File: src/include/nsd_pkg.sv
// Package with constants and types for the node id strap decoder.
package nsd_pkg;
    localparam int unsigned CLK_HZ         = 20000000;
    localparam int unsigned ADC_W          = 12;
    localparam int unsigned CODE_W         = 3;
    localparam int unsigned NODE_W         = 9;
    localparam int unsigned NUM_STRAPS     = 3;
    // Converter full scale in millivolts; a code of all ones means this level.
    localparam int unsigned ADC_FS_MV      = 3300;
    localparam int unsigned THR_MV [7]     = '{530, 1410, 2010, 2430, 2750, 3010, 3220};
    localparam logic [8:0]  NODE_UNSET     = 9'h0ff;
    localparam logic [15:0] ALIAS_RST      = 16'h0000;
    localparam int unsigned SETTLE_US      = 100;
    localparam int unsigned SETTLE_CYC     = (SETTLE_US * (CLK_HZ / 1000000) > 0) ?
                                             SETTLE_US * (CLK_HZ / 1000000) : 1;
    localparam int unsigned BLINK_MS       = 1000;
    localparam int unsigned BLINK_CYC      = BLINK_MS * (CLK_HZ / 1000);

    typedef enum logic [1:0] {
        NSD_ST_SETTLE = 2'b00,
        NSD_ST_SAMPLE = 2'b01,
        NSD_ST_DONE   = 2'b10
    } nsd_state_t;

    typedef struct packed {
        logic [CODE_W-1:0] high;
        logic [CODE_W-1:0] mid;
        logic [CODE_W-1:0] low;
    } nsd_codes_t;

    typedef struct packed {
        logic [NODE_W-1:0] node_number;
        logic [15:0]       station_alias;
        logic              vendor_can_protocol_mode;
        logic              lss_inactive;
        logic              from_hw;
    } nsd_result_t;
endpackage : nsd_pkg

File: src/rtl/nsd_strap_decoder.sv
// Strap capture, quantizer and node number selection logic.
`timescale 1ns/1ns
`default_nettype none
module nsd_strap_decoder #(
    parameter int unsigned SETTLE_CYCLES = nsd_pkg::SETTLE_CYC,
    parameter int unsigned BLINK_CYCLES  = nsd_pkg::BLINK_CYC
) (
    input  wire logic                              i_clk_sys,
    input  wire logic                              i_rst_n,
    input  wire logic [nsd_pkg::ADC_W-1:0]         i_adc_low,
    input  wire logic [nsd_pkg::ADC_W-1:0]         i_adc_mid,
    input  wire logic [nsd_pkg::ADC_W-1:0]         i_adc_high,
    input  wire logic                              i_variant_can,
    input  wire logic                              i_hw_select,
    input  wire logic                              i_setup_valid,
    input  wire logic [7:0]                        i_sw_node_number,
    input  wire logic                              i_node_addressing,
    output logic                                   o_valid,
    output nsd_pkg::nsd_codes_t                    o_codes,
    output nsd_pkg::nsd_result_t                   o_result,
    output logic                                   o_green_flash
);
    // Two-stage synchronisers; the converter output is not on this clock.
    logic [nsd_pkg::ADC_W-1:0] sy1_r [3];
    logic [nsd_pkg::ADC_W-1:0] sy2_r [3];
    logic [nsd_pkg::ADC_W-1:0] raw [3];
    logic [2:0]                code [3];
    assign raw[0] = i_adc_low;
    assign raw[1] = i_adc_mid;
    assign raw[2] = i_adc_high;

    genvar g;
    generate
        for (g = 0; g < 3; g++) begin : g_strap
            always_ff @(posedge i_clk_sys or negedge i_rst_n) begin
                if (!i_rst_n) begin
                    sy1_r[g] <= '0;
                    sy2_r[g] <= '0;
                end else begin
                    sy1_r[g] <= raw[g];
                    sy2_r[g] <= sy1_r[g];
                end
            end
            // Each threshold is a constant product, so the seven comparators stay independent.
            logic [6:0] above;
            for (genvar t = 0; t < 7; t++) begin : g_thr
                assign above[t] = 32'(sy2_r[g]) * nsd_pkg::ADC_FS_MV >
                                  nsd_pkg::THR_MV[t] * ((32'd1 << nsd_pkg::ADC_W) - 32'd1);
            end

            // Count thresholds passed; ascending codes, eight intervals.
            always_comb begin
                code[g] = 3'h0;
                for (int k = 0; k < 7; k++) begin
                    if (above[k]) begin
                        code[g] = 3'(k + 1);
                    end
                end
            end
        end
    endgenerate

    nsd_pkg::nsd_state_t  state_r, state_nxt;
    logic [31:0]          settle_cnt_r, settle_cnt_nxt;
    nsd_pkg::nsd_codes_t  codes_r, codes_nxt;
    nsd_pkg::nsd_result_t res_r, res_nxt;
    logic                 valid_r, valid_nxt;
    logic [31:0]          blink_cnt_r, blink_cnt_nxt;
    logic                 flash_r, flash_nxt;
    logic                 capture_now;
    logic                 form_now;

    logic [8:0]           hw_node;
    logic                 all_zero;
    logic                 use_hw;
    logic                 unset;
    logic [8:0]           src_node;
    nsd_pkg::nsd_result_t res_calc;

    // Node source: straps, the stored number, or the unset default.
    always_comb begin
        // Bit 8 forced low: the top bit of the high code is dropped.
        hw_node  = {1'b0, codes_r.high[1:0], codes_r.mid, codes_r.low};
        all_zero = (codes_r == '0);
        use_hw   = i_hw_select || !i_setup_valid;
        unset    = use_hw && all_zero;
        if (unset) begin
            src_node = nsd_pkg::NODE_UNSET;
        end else if (use_hw) begin
            src_node = hw_node;
        end else begin
            src_node = {1'b0, i_sw_node_number};
        end
    end

    // Variant specific fields on top of the chosen node number.
    always_comb begin
        res_calc               = '0;
        res_calc.station_alias = nsd_pkg::ALIAS_RST;
        res_calc.from_hw       = use_hw;
        res_calc.node_number   = src_node;
        if (i_variant_can) begin
            if (unset) begin
                res_calc.lss_inactive = 1'b1;
            end else begin
                res_calc.vendor_can_protocol_mode = src_node[7];
                if (!src_node[7]) begin
                    res_calc.node_number = {2'b00, src_node[6:0]};
                end
            end
        end else if (i_node_addressing && src_node != nsd_pkg::NODE_UNSET) begin
            res_calc.station_alias = {7'h00, src_node};
        end
    end

    // Sequencer: settle, capture once, then park until the next reset.
    always_comb begin
        state_nxt      = state_r;
        settle_cnt_nxt = settle_cnt_r;
        case (state_r)
            nsd_pkg::NSD_ST_SETTLE: begin
                // Wait for dividers and synchronisers to settle after reset.
                if (settle_cnt_r >= SETTLE_CYCLES - 1) begin
                    settle_cnt_nxt = '0;
                    state_nxt      = nsd_pkg::NSD_ST_SAMPLE;
                end else begin
                    settle_cnt_nxt = settle_cnt_r + 32'd1;
                end
            end
            nsd_pkg::NSD_ST_SAMPLE: begin
                state_nxt = nsd_pkg::NSD_ST_DONE;
            end
            nsd_pkg::NSD_ST_DONE: begin
                // Only a reset leaves this state, so nothing is sampled twice.
                state_nxt = nsd_pkg::NSD_ST_DONE;
            end
            default: begin
                state_nxt = nsd_pkg::NSD_ST_SETTLE;
            end
        endcase
    end

    always_ff @(posedge i_clk_sys or negedge i_rst_n) begin
        if (!i_rst_n) begin
            state_r      <= nsd_pkg::NSD_ST_SETTLE;
            settle_cnt_r <= '0;
        end else begin
            state_r      <= state_nxt;
            settle_cnt_r <= settle_cnt_nxt;
        end
    end

    assign capture_now = (state_r == nsd_pkg::NSD_ST_SAMPLE);
    assign form_now    = (state_r == nsd_pkg::NSD_ST_DONE) && !valid_r;

    // Codes are taken in the single sample state and never again before a reset.
    always_comb begin
        codes_nxt = codes_r;
        if (capture_now) begin
            codes_nxt = '{high: code[2], mid: code[1], low: code[0]};
        end
    end

    always_ff @(posedge i_clk_sys or negedge i_rst_n) begin
        if (!i_rst_n) begin
            codes_r <= '0;
        end else begin
            codes_r <= codes_nxt;
        end
    end

    // Results are formed once from the captured codes and then frozen.
    always_comb begin
        res_nxt   = res_r;
        valid_nxt = valid_r;
        if (form_now) begin
            res_nxt   = res_calc;
            valid_nxt = 1'b1;
        end
    end

    always_ff @(posedge i_clk_sys or negedge i_rst_n) begin
        if (!i_rst_n) begin
            res_r   <= '0;
            valid_r <= 1'b0;
        end else begin
            res_r   <= res_nxt;
            valid_r <= valid_nxt;
        end
    end

    // A counter of its own keeps the flash period independent of the settle time.
    always_comb begin
        blink_cnt_nxt = blink_cnt_r;
        flash_nxt     = flash_r;
        if (res_r.lss_inactive) begin
            if (blink_cnt_r >= BLINK_CYCLES - 1) begin
                blink_cnt_nxt = '0;
                flash_nxt     = !flash_r;
            end else begin
                blink_cnt_nxt = blink_cnt_r + 32'd1;
            end
        end
    end

    always_ff @(posedge i_clk_sys or negedge i_rst_n) begin
        if (!i_rst_n) begin
            blink_cnt_r <= '0;
            flash_r     <= 1'b0;
        end else begin
            blink_cnt_r <= blink_cnt_nxt;
            flash_r     <= flash_nxt;
        end
    end

    assign o_valid       = valid_r;
    assign o_codes       = codes_r;
    assign o_result      = res_r;
    assign o_green_flash = flash_r;
endmodule : nsd_strap_decoder
`default_nettype wire

File: config.mk
export PLATFORM = sky130hd
export DESIGN_NAME = nsd_strap_decoder
export DESIGN_NICKNAME = d
export VERILOG_FILES = /design/src/include/nsd_pkg.sv /design/src/rtl/nsd_strap_decoder.sv
export SDC_FILE = /design/constraint.sdc
export NUM_CORES = 1
export LEC_CHECK = 0
export BUFFER_PORTS_ARGS = -buffer_cell sky130_fd_sc_hd__buf_4
export CAP_MARGIN = 20
export CORE_MARGIN = 2
export CORE_UTILIZATION = 55
export DETAILED_ROUTE_END_ITERATION = 16
export PLACE_DENSITY_LB_ADDON = 0.08
export SLEW_MARGIN = 20
export SYNTH_ARGS = -nofsm -noshare
export SYNTH_HDL_FRONTEND = slang
export SYNTH_SLANG_ARGS = --single-unit
File: constraint.sdc
create_clock -name i_clk_sys -period 5.72 [get_ports i_clk_sys]
set_clock_uncertainty 0.05 [all_clocks]
set_input_delay 0.572 -clock i_clk_sys [delete_from_list [all_inputs] [get_ports i_clk_sys]]
set_output_delay 0.572 -clock i_clk_sys [all_outputs]
set_load 0.05 [all_outputs]
# Yosys cells after proc, flatten, opt, wreduce, memory -nomap -nowiden
# Cells that the tools add are included.
# totals
regBits,177
output_inout_bits,39
wordCells,97
# op_classes
addsub,2
n_mul,3
n_lt_le_gt_ge,23
eq_ne,4
mux,35
reduce_logical,11
# ops
operator,n
24-bit greater-than comparator (second input constant),12
24-bit by 23-bit greater-than comparator with 1-bit output (second input constant),6
24-bit by 22-bit greater-than comparator with 1-bit output (second input constant),3
12-bit by 10-bit multiplier with 22-bit output (second input constant),3
32-bit by 1-bit adder with 32-bit output (second input constant),2
32-bit 2-to-1 mux,2
3-bit 2-to-1 mux,16
9-bit 2-to-1 mux,5
32-bit by 11-bit >= comparator with 1-bit output (second input constant),1
32-bit by 25-bit >= comparator with 1-bit output (second input constant),1
8-bit 2-to-1 mux,2
9-bit zero test,1
9-bit by 8-bit != test with 1-bit output (second input constant),1
2-bit 2-to-1 mux,4
1-bit 2-to-1 mux,5
2-bit case mux with 2 select lines,1
1-bit logical AND,3
1-bit zero test,3
2-bit by 1-bit equality test with 1-bit output (second input constant),1
2-bit equality test (second input constant),1
2-bit zero test,1
2-bit != test (second input constant),1
2-bit AND reduction,1
2-bit OR reduction,1
1-bit logical OR,1

# Longest topological paths before layout
# Gate-level depths: netlist of run 1.
# logic_depth
word_depth,9
ltp_mapped,23
depth_no_buf,21

# Least setup slack after synthesis of run 1
# Ideal clock, no wire load.
# synth_timing
kind,register to register
from,register sy2_r[26] (netlist bit)
to,"register codes_r, in the netlist o_codes[0]"
arrival_ns,5.350
setup_slack_ns,0.194
path_stages_with_launch,20
synth_period_minus_slack_ns,5.526
cell_sequence,dfrtp_1 ha_1 xor2_1 ha_1 fa_1 fa_1 inv_1 fa_1 inv_1 ha_1 a2111oi_0 o21ai_1 a21oi_1 nand2_1 a221o_1 a21oi_2 xnor2_2 nand2b_1 o221a_1 o32a_1
# synth_between
elab_chain_cells,9
# synth_lines
element,line,text
from (decl),nsd_strap_decoder.sv:25,logic [nsd_pkg::ADC_W-1:0] sy2_r [3];
"from (signal, indexed assignment)",nsd_strap_decoder.sv:41,sy2_r[g] <= sy1_r[g];
12-bit by 10-bit multiplier with 22-bit output (*),nsd_strap_decoder.sv:47,assign above[t] = 32'(sy2_r[g]) * nsd_pkg::ADC_FS_MV >
24-bit by 22-bit greater-than comparator with 1-bit output,nsd_strap_decoder.sv:47,
1-bit 2-to-1 mux,nsd_strap_decoder.sv:55,if (above[k]) begin
2-bit 2-to-1 mux (2 in a row),nsd_strap_decoder.sv:55,
3-bit 2-to-1 mux (3 in a row),nsd_strap_decoder.sv:55,
3-bit 2-to-1 mux (*),nsd_strap_decoder.sv:55,
to (signal assigned),nsd_strap_decoder.sv:168,codes_r <= codes_nxt;
to (decl),nsd_strap_decoder.sv:65,"nsd_pkg::nsd_codes_t codes_r, codes_nxt;"
# Mark *: on every way between the ends. The rest lies on a longest branch, timed or not.
# A chain may end at the register's enable or synchronous reset.

# Worst setup path in the final report of run 1
# layout_timing
from,register sy2_r[25] (netlist bit)
to,"register codes_r, in the netlist o_codes[0]"
# The elaborated chain is that of the path after synthesis.

==> flow_summary.ini, run 1 <==
[clock_network]
clock_latency_ns = 0.43
cts-root-buf = clkbuf_16
cts_sinks = 168
cts_made_buffers = 17
clkTransAtPathRegs_ns = 0.07
cts.path.max_buffers = 2
cts_tree = built
htree_num_levels = 4
holdBufCountCts = 0

[placed_design]
dpl.cell_count = 1874
place_congestion = 0.867
dpl_cell_area_mm2 = 0.0154
port_buffers = 79
hpwl_um = 23500

[floorplanning]
initial_core_util_pct = 55.6
die_w_um = 166
rows = 59
io_pins = 89
die_y_um = 166
core_mm2 = 0.0258
die_area_mm2 = 0.0274

[route]
wl_met3_um = 841
ant_nets = 0
wl_met2_um = 14200
num_vias = 10700
top_layer_used = met4
wl_per_cell_um = 15.6
postRouteWirelength_um = 29900
drc_errors = 0
drt-vias-per-instance = 5.61
dr.pass1.iters = 5
dr.first_iter.drc_count = 562
wl_met1_um = 14300

[hold_path]
min_path_type = in -> async

[grt]
grt_pass1_vias = 10400
grt-ovfl-total = 0
grt_pass1_wl_um = 49500
antenna_found_initial = 0
grt_max_degree = 169
grt_usage_pct = 22.6

[flow_run]
maxCapViolations = 0

[final_layout]
final_layout_size_suffix_gt1_share_pct = 13.9
fin_nets = 1934
final_area_mm2 = 0.0165
syn_to_final_growth_pct = 14.6
fin_cells = 1914
final_cell_mix = 221 x ha_1, 165 x inv_1, 163 x dfrtp_1
antenna_cells = 0
final_common_cell = ha_1

[sta]
period_minus_slack_ns = 5.58
setup_violations = 0
final_hold_viol_count = 0
tightest_slew_ns = 1.02
post-route-period-util_pct = 97.6
relSlewSlack_pct = 31.8
slew_violations = 0
fmax_mhz = 179
rsz0062_at_grt = true

[setup_path]
cp-start-kind = flip-flop
critPathKind = reg -> reg
required_ns = 5.98
crit_fanout = 6
max_stage_delay_ns = 0.54
end_kind = flip-flop
critPathSlowestCell = fa_1
arrival_ns = 5.85
path_cells = ha_1, xor2_1, ha_1, fa_1, fa_1, inv_1, fa_1, inv_1, ha_1, buf_4, o211ai_1, a211oi_1, a21oi_2, buf_4, a311oi_2, xor2_1, buf_4, and3_1, a21oi_1, o221a_1, o32a_1

[logic_synthesis]
synth_seq_cells = 168
synth.distinct_cells = 77
ys.warnings.count = 0
ys.flop_type = dfrtp_1
syn_avg_cell_area_um2 = 9.82
async_reset_ff_share_pct = 100
syn_inst = 1462
synth_enable_flop_cells = 0
seq_area_frac_synth_pct = 29.3
syn_area_mm2 = 0.0144

[power]
power_density_mw_per_mm2 = 547
p_sw_mw = 4.32
p_leak_nw = 8.21
pwr-share-clk_pct = 13.3
internal-power_mw = 4.68
combPwrFrac_pct = 73.0
fin_total_pwr_mw = 9.00
switching_share_pct = 48.0
seq_power_share_pct = 13.8
ir_worst_vdd_v = 0.000355

[outcome]
status = complete, no violations
[kinds of logic after synthesis]
logic type,Yosys count,share of synthesized area [%]
adders and majority gates,318,32.3
buffers and inverters,199,5.45
other,1,0.0261
xor gates and xnor gates,85,5.24
muxes,6,0.427
and+or+nand+nor,391,13.6
DFF,168,29.3
AOI/OAI and AO/OA,294,13.7
[routing by layer]
layer | GRT usage [%] | vias up
li1 | - | 5304
met1 | 31.4 | 5230
met2 | 37.4 | 162
met3 | 2.72 | 45
met4 | 6.39 | 0
met5 | 0 | -
[state kept, by name (all words and copies together), names as in the netlist]
register	flops
sy1_r	36
o_valid	1
o_green_flash	1
o_codes	9
o_result	19
settle_cnt_r	32
sy2_r	36
blink_cnt_r	32
state_r	2
[area by class of cell]
type                    instances  area (um^2)
inverters                     166          623
clock inverters                14          179
clock buffers                  18          439
flip-flops and latches        168         4210
fillers                      2152         9380
repair buffers                110          846
multi-input cells            1103         9740
well taps                     335          419
[synthesized netlist by cell type, types with 5 or more instances]
master,n,area [um^2]
ha_1,231,2890
dfrtp_1,168,4200
inv_1,165,619
nand2_1,93,349
nor2_1,89,334
fa_1,87,1740
o21ai_0,76,380
a21oi_1,52,260
xnor2_1,42,368
xor2_1,42,368
nand3_1,38,190
and3_1,29,181
nor2b_1,29,181
nor3_1,27,135
clkbuf_1,22,82.6
nand2b_1,21,131
a211oi_1,18,135
a21o_1,17,128
nand4_1,13,81.3
nor4_1,13,81.3
o31ai_1,13,97.6
a31oi_1,12,75.1
and2_1,10,62.6
buf_4,9,67.6
o211ai_1,9,67.6
o21a_1,8,60.1
a211o_1,7,61.3
a31o_2,6,52.6
nor3b_1,6,45.0
o21ai_1,6,30.0
a311oi_1,5,43.8
mux2i_1,5,50.1
o211a_1,5,50.1
or3_1,5,31.3
[through the flow]
stage               utilization (%)  setup WS, ns  hold slack, ns  TNS [ns]
CTS                            62.2       0.00270           0.179         0
floorplan                         -         0.194           0.226         0
detailed placement             59.7        0.0159           0.286         0
global placement               59.7        0.0418           0.281         0
finish                         63.7         0.136           0.186         0
global route                   63.7        -0.152           0.178    -0.194
[critical path: cells and delay by family, from the launching register on]
kind,cells,cell delay [ns]
compound gates,7,1.46
xor+xnor,2,0.36
fa+ha+maj,6,2.42
buf+inv,5,0.56
flops,1,0.45
simple gates,1,0.17
[worst paths after layout]
kind	start	to	slack (ns)	cells after the start
setup / recovery	sy2_r[25]	o_codes[0]	0.14	21
hold / removal	i_rst_n	sy1_r[0]	0.19	2
setup reg to reg	sy2_r[25]	o_codes[0]	0.14	21
hold reg to reg	sy1_r[35]	sy2_r[35]	0.30	0
max in group asynchronous	i_rst_n	sy2_r[16]	4.67	2
min in group i_clk_sys	i_adc_mid[1]	sy1_r[13]	0.19	1
[power groups by stage]
stage,Combinational [mW],Sequential [mW],Clock (mW)
after global placement,5.84,1.26,0
after detailed placement,5.91,1.26,0
after global routing,7.39,1.24,1.27
after floorplan,4.56,1.25,0
after CTS,5.98,1.24,1.23
final,6.57,1.24,1.20
[what timing repair did]
| action | CTS | global route |
|---|---|---|
| gates resized for setup | 2 | 62 |
| buffers inserted | 2 | 6 |
| pin swaps | 0 | 17 |
| endpoints found under the hold margin | 0 | 0 |
| setup endpoints to repair | 1 | 9 |
Power figures use the tool's default switching activity.
==> run 2: changes to the inputs <==
Settings changed: ABC_AREA set to 1, CORE_UTILIZATION 55 to 50.
==> flow_summary.ini, run 2 <==
[outcome]
status = complete, no violations

[floorplanning]
die_y_um = 181
rows = 64
io_pins = 89
initial_core_util_pct = 50.9
die_w_um = 181
die_area_mm2 = 0.0328
core_mm2 = 0.0307

[clock_network]
cts.path.max_buffers = 2
clock_latency_ns = 0.44
cts_tree = built
cts-root-buf = clkbuf_16
cts_made_buffers = 17
holdBufCountCts = 0
cts_sinks = 168
post-cts-setup-buffers = 0
clkTransAtPathRegs_ns = 0.07
htree_num_levels = 4
cts-resized-gates = 0

[sta]
fmax_mhz = 190
slew_violations = 0
tightest_slew_ns = 0.857
relSlewSlack_pct = 42.9
rsz0062_at_grt = false
setup_violations = 0
post-route-period-util_pct = 91.8
period_minus_slack_ns = 5.25
final_hold_viol_count = 0
finalSetupTns_ns = 0

[final_layout]
fin_nets = 2424
fin_cells = 2465
final_layout_size_suffix_gt1_share_pct = 9.57
largestRegisters = sy1_r (36), sy2_r (36)
final_cell_mix = 438 x nand2_1, 339 x inv_1, 231 x ha_1
final_common_cell = nand2_1
syn_to_final_growth_pct = 10.6
antenna_cells = 0
nFillCells = 2898

[logic_synthesis]
yosysMostFrequentCell = nand2_1
ys.flop_type = dfrtp_1
synth_enable_flop_cells = 0
synth.distinct_cells = 59
synth.top_cells.by_count = 438 x nand2_1, 339 x inv_1, 231 x ha_1
synth_area_leaders = dfrtp_1 27%, ha_1 18%, fa_1 11%, nand2_1 10%, inv_1 8.1%
ys.warnings.count = 0
syn_inst = 1966
syn_area_mm2 = 0.0157
syn_avg_cell_area_um2 = 7.97
yosysTopAreaCellShare_pct = 26.8
async_reset_ff_share_pct = 100
yosysTopAreaCell = dfrtp_1
seq_area_frac_synth_pct = 26.8
synth_seq_cells = 168

[power]
combPwrFrac_pct = 72.7
pwr-share-clk_pct = 13.7
seq_power_share_pct = 13.6
internal-power_mw = 4.11
power_density_mw_per_mm2 = 525
switching_share_pct = 54.8
ir_worst_vdd_v = 0.000334
p_leak_nw = 9.40
p_sw_mw = 4.99

[route]
dr.pass1.iters = 7
wl_per_cell_um = 14.1
drt-vias-per-instance = 5.07
ant_nets = 0
postRouteWirelength_um = 34900
dr.first_iter.drc_count = 758
num_vias = 12500
drc_errors = 0

[grt]
grt_pass1_wl_um = 60800
grt_max_degree = 87
antenna_found_initial = 0
grt_pass1_vias = 12700
grt_usage_pct = 22.8
grt-ovfl-total = 0

[placed_design]
place_congestion = 0.905
port_buffers = 79
hpwl_um = 28900
dpl.cell_count = 2433

[flow_run]
maxCapViolations = 0

[setup_path]
critPathKind = reg -> reg
arrival_ns = 5.57
critPathSlowestCell = fa_1
end_kind = flip-flop
max_stage_delay_ns = 0.54
crit_fanout = 6
path_buf_inv = 7
cp_common_cell = nand2_1
cp-start-kind = flip-flop
required_ns = 6.04
critical_path.top_delay_family = adder cells

[hold_path]
min_path_type = in -> async
[run 2: changes by cell type after synthesis, moves of 27 or more]
cell,previous run,this run
nand3_1,38,116
nand2_1,93,438
nor2_1,89,187
inv_1,165,339
o21ai_0,76,40
nor2b_1,29,1
and3_1,29,2
[run 2: final cells by class]
type                    instances  area (um^2)  area share [%]
multi-input cells            1428        10000            57.8
well taps                     396          495            2.86
repair buffers                 84          634            3.66
flip-flops and latches        168         4210            24.3
clock inverters                14          191            1.10
inverters                     357         1340            7.73
clock buffers                  18          439            2.53
[run 2: worst register-to-register path, delay by kind of cell, from the launching register on]
kind,cells,cell delay (ns)
AO/OA/AOI/OAI,1,0.10
adder cells (fa/ha/maj),6,2.60
buffers and inverters,7,0.45
flip-flops,1,0.48
AND/OR/NAND/NOR,14,1.51
[run 2: routing by layer]
metal	part of all wire, %	vias to the layer above	GRT usage (%)
met5	0	-	0
li1	-	6434	-
met2	47	148	38.2
met3	2.9	37	3.31
met4	1.5	0	5.30
met1	49	5881	31.3
[run 2: power groups by stage]
stage                     combinational (mW)  sequential [mW]  clock, mW
final                                   6.61             1.24       1.25
after detailed placement                6.56             1.26          0
after global placement                  6.52             1.26          0
after global routing                    7.71             1.24       1.33
after CTS                               6.62             1.24       1.28
after floorplan                         5.18             1.25          0
[run 2: cell families (layout without fill, tap and decap cells)]
family | count (synthesis) | count (layout) | synth area share [%]
fa+ha+maj | 318 | 318 | 29.6
buf+inv | 378 | 473 | 9.36
xor+xnor | 51 | 51 | 3.31
simple gates | 868 | 868 | 23.9
mux | 3 | 3 | 0.200
flops | 168 | 168 | 26.8
compound gates | 179 | 179 | 6.78
other cells | 1 | 9 | 0.0239
[run 2: final timing paths]
path | cells past startpoint | slack, ns | to | startpoint
setup / recovery | 28 | 0.47 | o_codes[3] | sy2_r[13]
hold / removal | 1 | 0.06 | sy2_r[25] | i_rst_n
setup reg to reg | 28 | 0.47 | o_codes[3] | sy2_r[13]
hold reg to reg | 0 | 0.29 | sy2_r[22] | sy1_r[22]
max in group asynchronous | 2 | 4.43 | sy2_r[12] | i_rst_n
min in group i_clk_sys | 1 | 0.18 | sy1_r[32] | i_adc_low[8]
[run 2: stage by stage]
stage                     hold slack, ns  util [%]  setup WS (ns)  instance area [um^2]  power (mW)
after CTS                          0.145      56.4          0.454                 17300        9.14
after global placement             0.282      54.3          0.588                 16700        7.78
after floorplan                    0.226         -          0.995                 15700        6.43
after global routing               0.158      56.4         0.0119                 17300        10.3
final                             0.0648      56.4          0.470                 17300        9.10
after detailed placement           0.285      54.3          0.480                 16700        7.82
==> run 3: changes to the inputs <==
Settings changed: RECOVER_POWER set to 25.
==> flow_summary.ini, run 3 (synthesized netlist as in run 2, its figures left out) <==
[sta]
period_minus_slack_ns = 5.25
relSlewSlack_pct = -217
tightest_slew_ns = 4.75
final_hold_viol_count = 0
setup_violations = 0
slew_violations = 87
setup_ws_ns = 0.469
post-route-period-util_pct = 91.8
finalSetupTns_ns = 0
rsz0062_at_grt = false
fmax_mhz = 190

[power]
p_sw_mw = 4.99
seq_power_share_pct = 13.6
pwr-share-clk_pct = 13.7
switching_share_pct = 54.8
combPwrFrac_pct = 72.7
internal-power_mw = 4.11
power_density_mw_per_mm2 = 525
p_leak_nw = 9.39
ir_worst_vdd_v = 0.000334

[route]
postRouteWirelength_um = 34900
drt-vias-per-instance = 5.07
drc_errors = 0
ant_nets = 0
dr.first_iter.drc_count = 681
num_vias = 12500
dr.pass1.iters = 5
wl_per_cell_um = 14.2

[setup_path]
required_ns = 6.04
cp_common_cell = nand2_1
cp-start-kind = flip-flop
arrival_ns = 5.57
max_stage_delay_ns = 0.54
critPathSlowestCell = fa_1
crit_fanout = 6
end_kind = flip-flop
critPathKind = reg -> reg

[grt]
grt-ovfl-total = 0
antenna_found_initial = 0
grt_pass1_wl_um = 60800
grt_pass1_vias = 12700
grt_usage_pct = 22.8
grt_max_degree = 87

[final_layout]
fin_nets = 2424
nFillCells = 2899
final_cell_mix = 438 x nand2_1, 339 x inv_1, 231 x ha_1
final_common_cell = nand2_1
syn_to_final_growth_pct = 10.6
multi_input_area_mm2 = 0.0100
seqCellArea_mm2 = 0.00421
final_layout_size_suffix_gt1_share_pct = 9.52
largestRegisters = sy1_r (36), sy2_r (36)
antenna_cells = 0

[clock_network]
clkTransAtPathRegs_ns = 0.08
cts-root-buf = clkbuf_16
htree_num_levels = 4
post-cts-setup-buffers = 0
cts_sinks = 168
cts_made_buffers = 17
cts.path.max_buffers = 2
cts_tree = built
clock_latency_ns = 0.45

[placed_design]
dpl_worst_slack_ns = 0.480
place_congestion = 0.905
hpwl_um = 28900
port_buffers = 79

[floorplanning]
core_mm2 = 0.0307
die_area_mm2 = 0.0328
initial_core_util_pct = 50.9
io_pins = 89
die_w_um = 181
die_y_um = 181
rows = 64

[outcome]
violations = max-capacitance violations, max-slew violations
status = finished, violations left

[hold_path]
min_path_type = in -> reg

[flow_run]
maxCapViolations = 1
-- run 3: changes by cell type in the layout (fill, tap and decap cells not counted) --
cell / previous run / this run
buf_4: 83 / 47
clkbuf_4: 0 / 36
buf_6: 1 / 0
clkbuf_1: 0 / 1
-- run 3: routing by layer --
metal	GRT usage [%]	wire, um	share of wire [%]	vias up
met5	0	0	0	-
met4	5.30	493	1.4	0
met3	3.31	906	2.6	33
met2	38.2	16400	47	148
met1	31.3	17100	49	5890
li1	-	-	-	6432
-- run 3: final cells by class --
type	instances	area share, %
Clock inverter	14	1.11
Inverter	357	7.74
Timing Repair Buffer	84	3.62
Clock buffer	18	2.54
Multi-Input combinational cell	1428	57.9
Sequential cell	168	24.3
Tap cell	396	2.86
-- run 3: timing repair --
action,4_1_cts,5_1_grt
hold endpoints to repair,0,0
gates resized for setup,0,1
hold buffers,0,0
endpoints found under the setup margin,0,1
-- run 3: final timing paths --
check	start	end	slack, ns	cells after the start
worst min register to register	sy1_r[22]	sy2_r[22]	0.29	0
min in group asynchronous	i_rst_n	sy2_r[25]	1.70	1
worst min-delay path	i_adc_low[8]	sy1_r[32]	0.20	1
worst max register to register	sy2_r[13]	o_codes[3]	0.47	28
max in group asynchronous	i_rst_n	sy2_r[0]	1.16	1
worst max-delay path	sy2_r[13]	o_codes[3]	0.47	28
-- run 3: power groups by stage --
stage	clock network, mW	logic (mW)	registers, mW
3_5_place_dp	0	6.56	1.26
4_1_cts	1.28	6.62	1.24
2_1_floorplan	0	5.18	1.25
3_3_place_gp	0	6.52	1.26
5_1_grt	1.33	7.71	1.24
6_report	1.25	6.61	1.24
-- run 3: through the flow --
stage                     utilization [%]  area (um^2)  total power [mW]  cells  hold WS, ns
after floorplan                         -        15700              6.43   1974        0.226
after global placement               54.3        16700              7.78   2433        0.282
after detailed placement             54.3        16700              7.82   2433        0.285
after CTS                            56.4        17300              9.14   2465        0.145
after global routing                 56.3        17300              10.3   2465        0.179
final                                56.3        17300              9.10   2465        0.200
-- run 3: worst max-delay path, delay by kind of cell, from the launching register on --
kind | cells | cell delay [ns]
fa+ha+maj | 6 | 2.60
simple gates | 14 | 1.51
flops | 1 | 0.48
buf+inv | 7 | 0.44
compound gates | 1 | 0.10
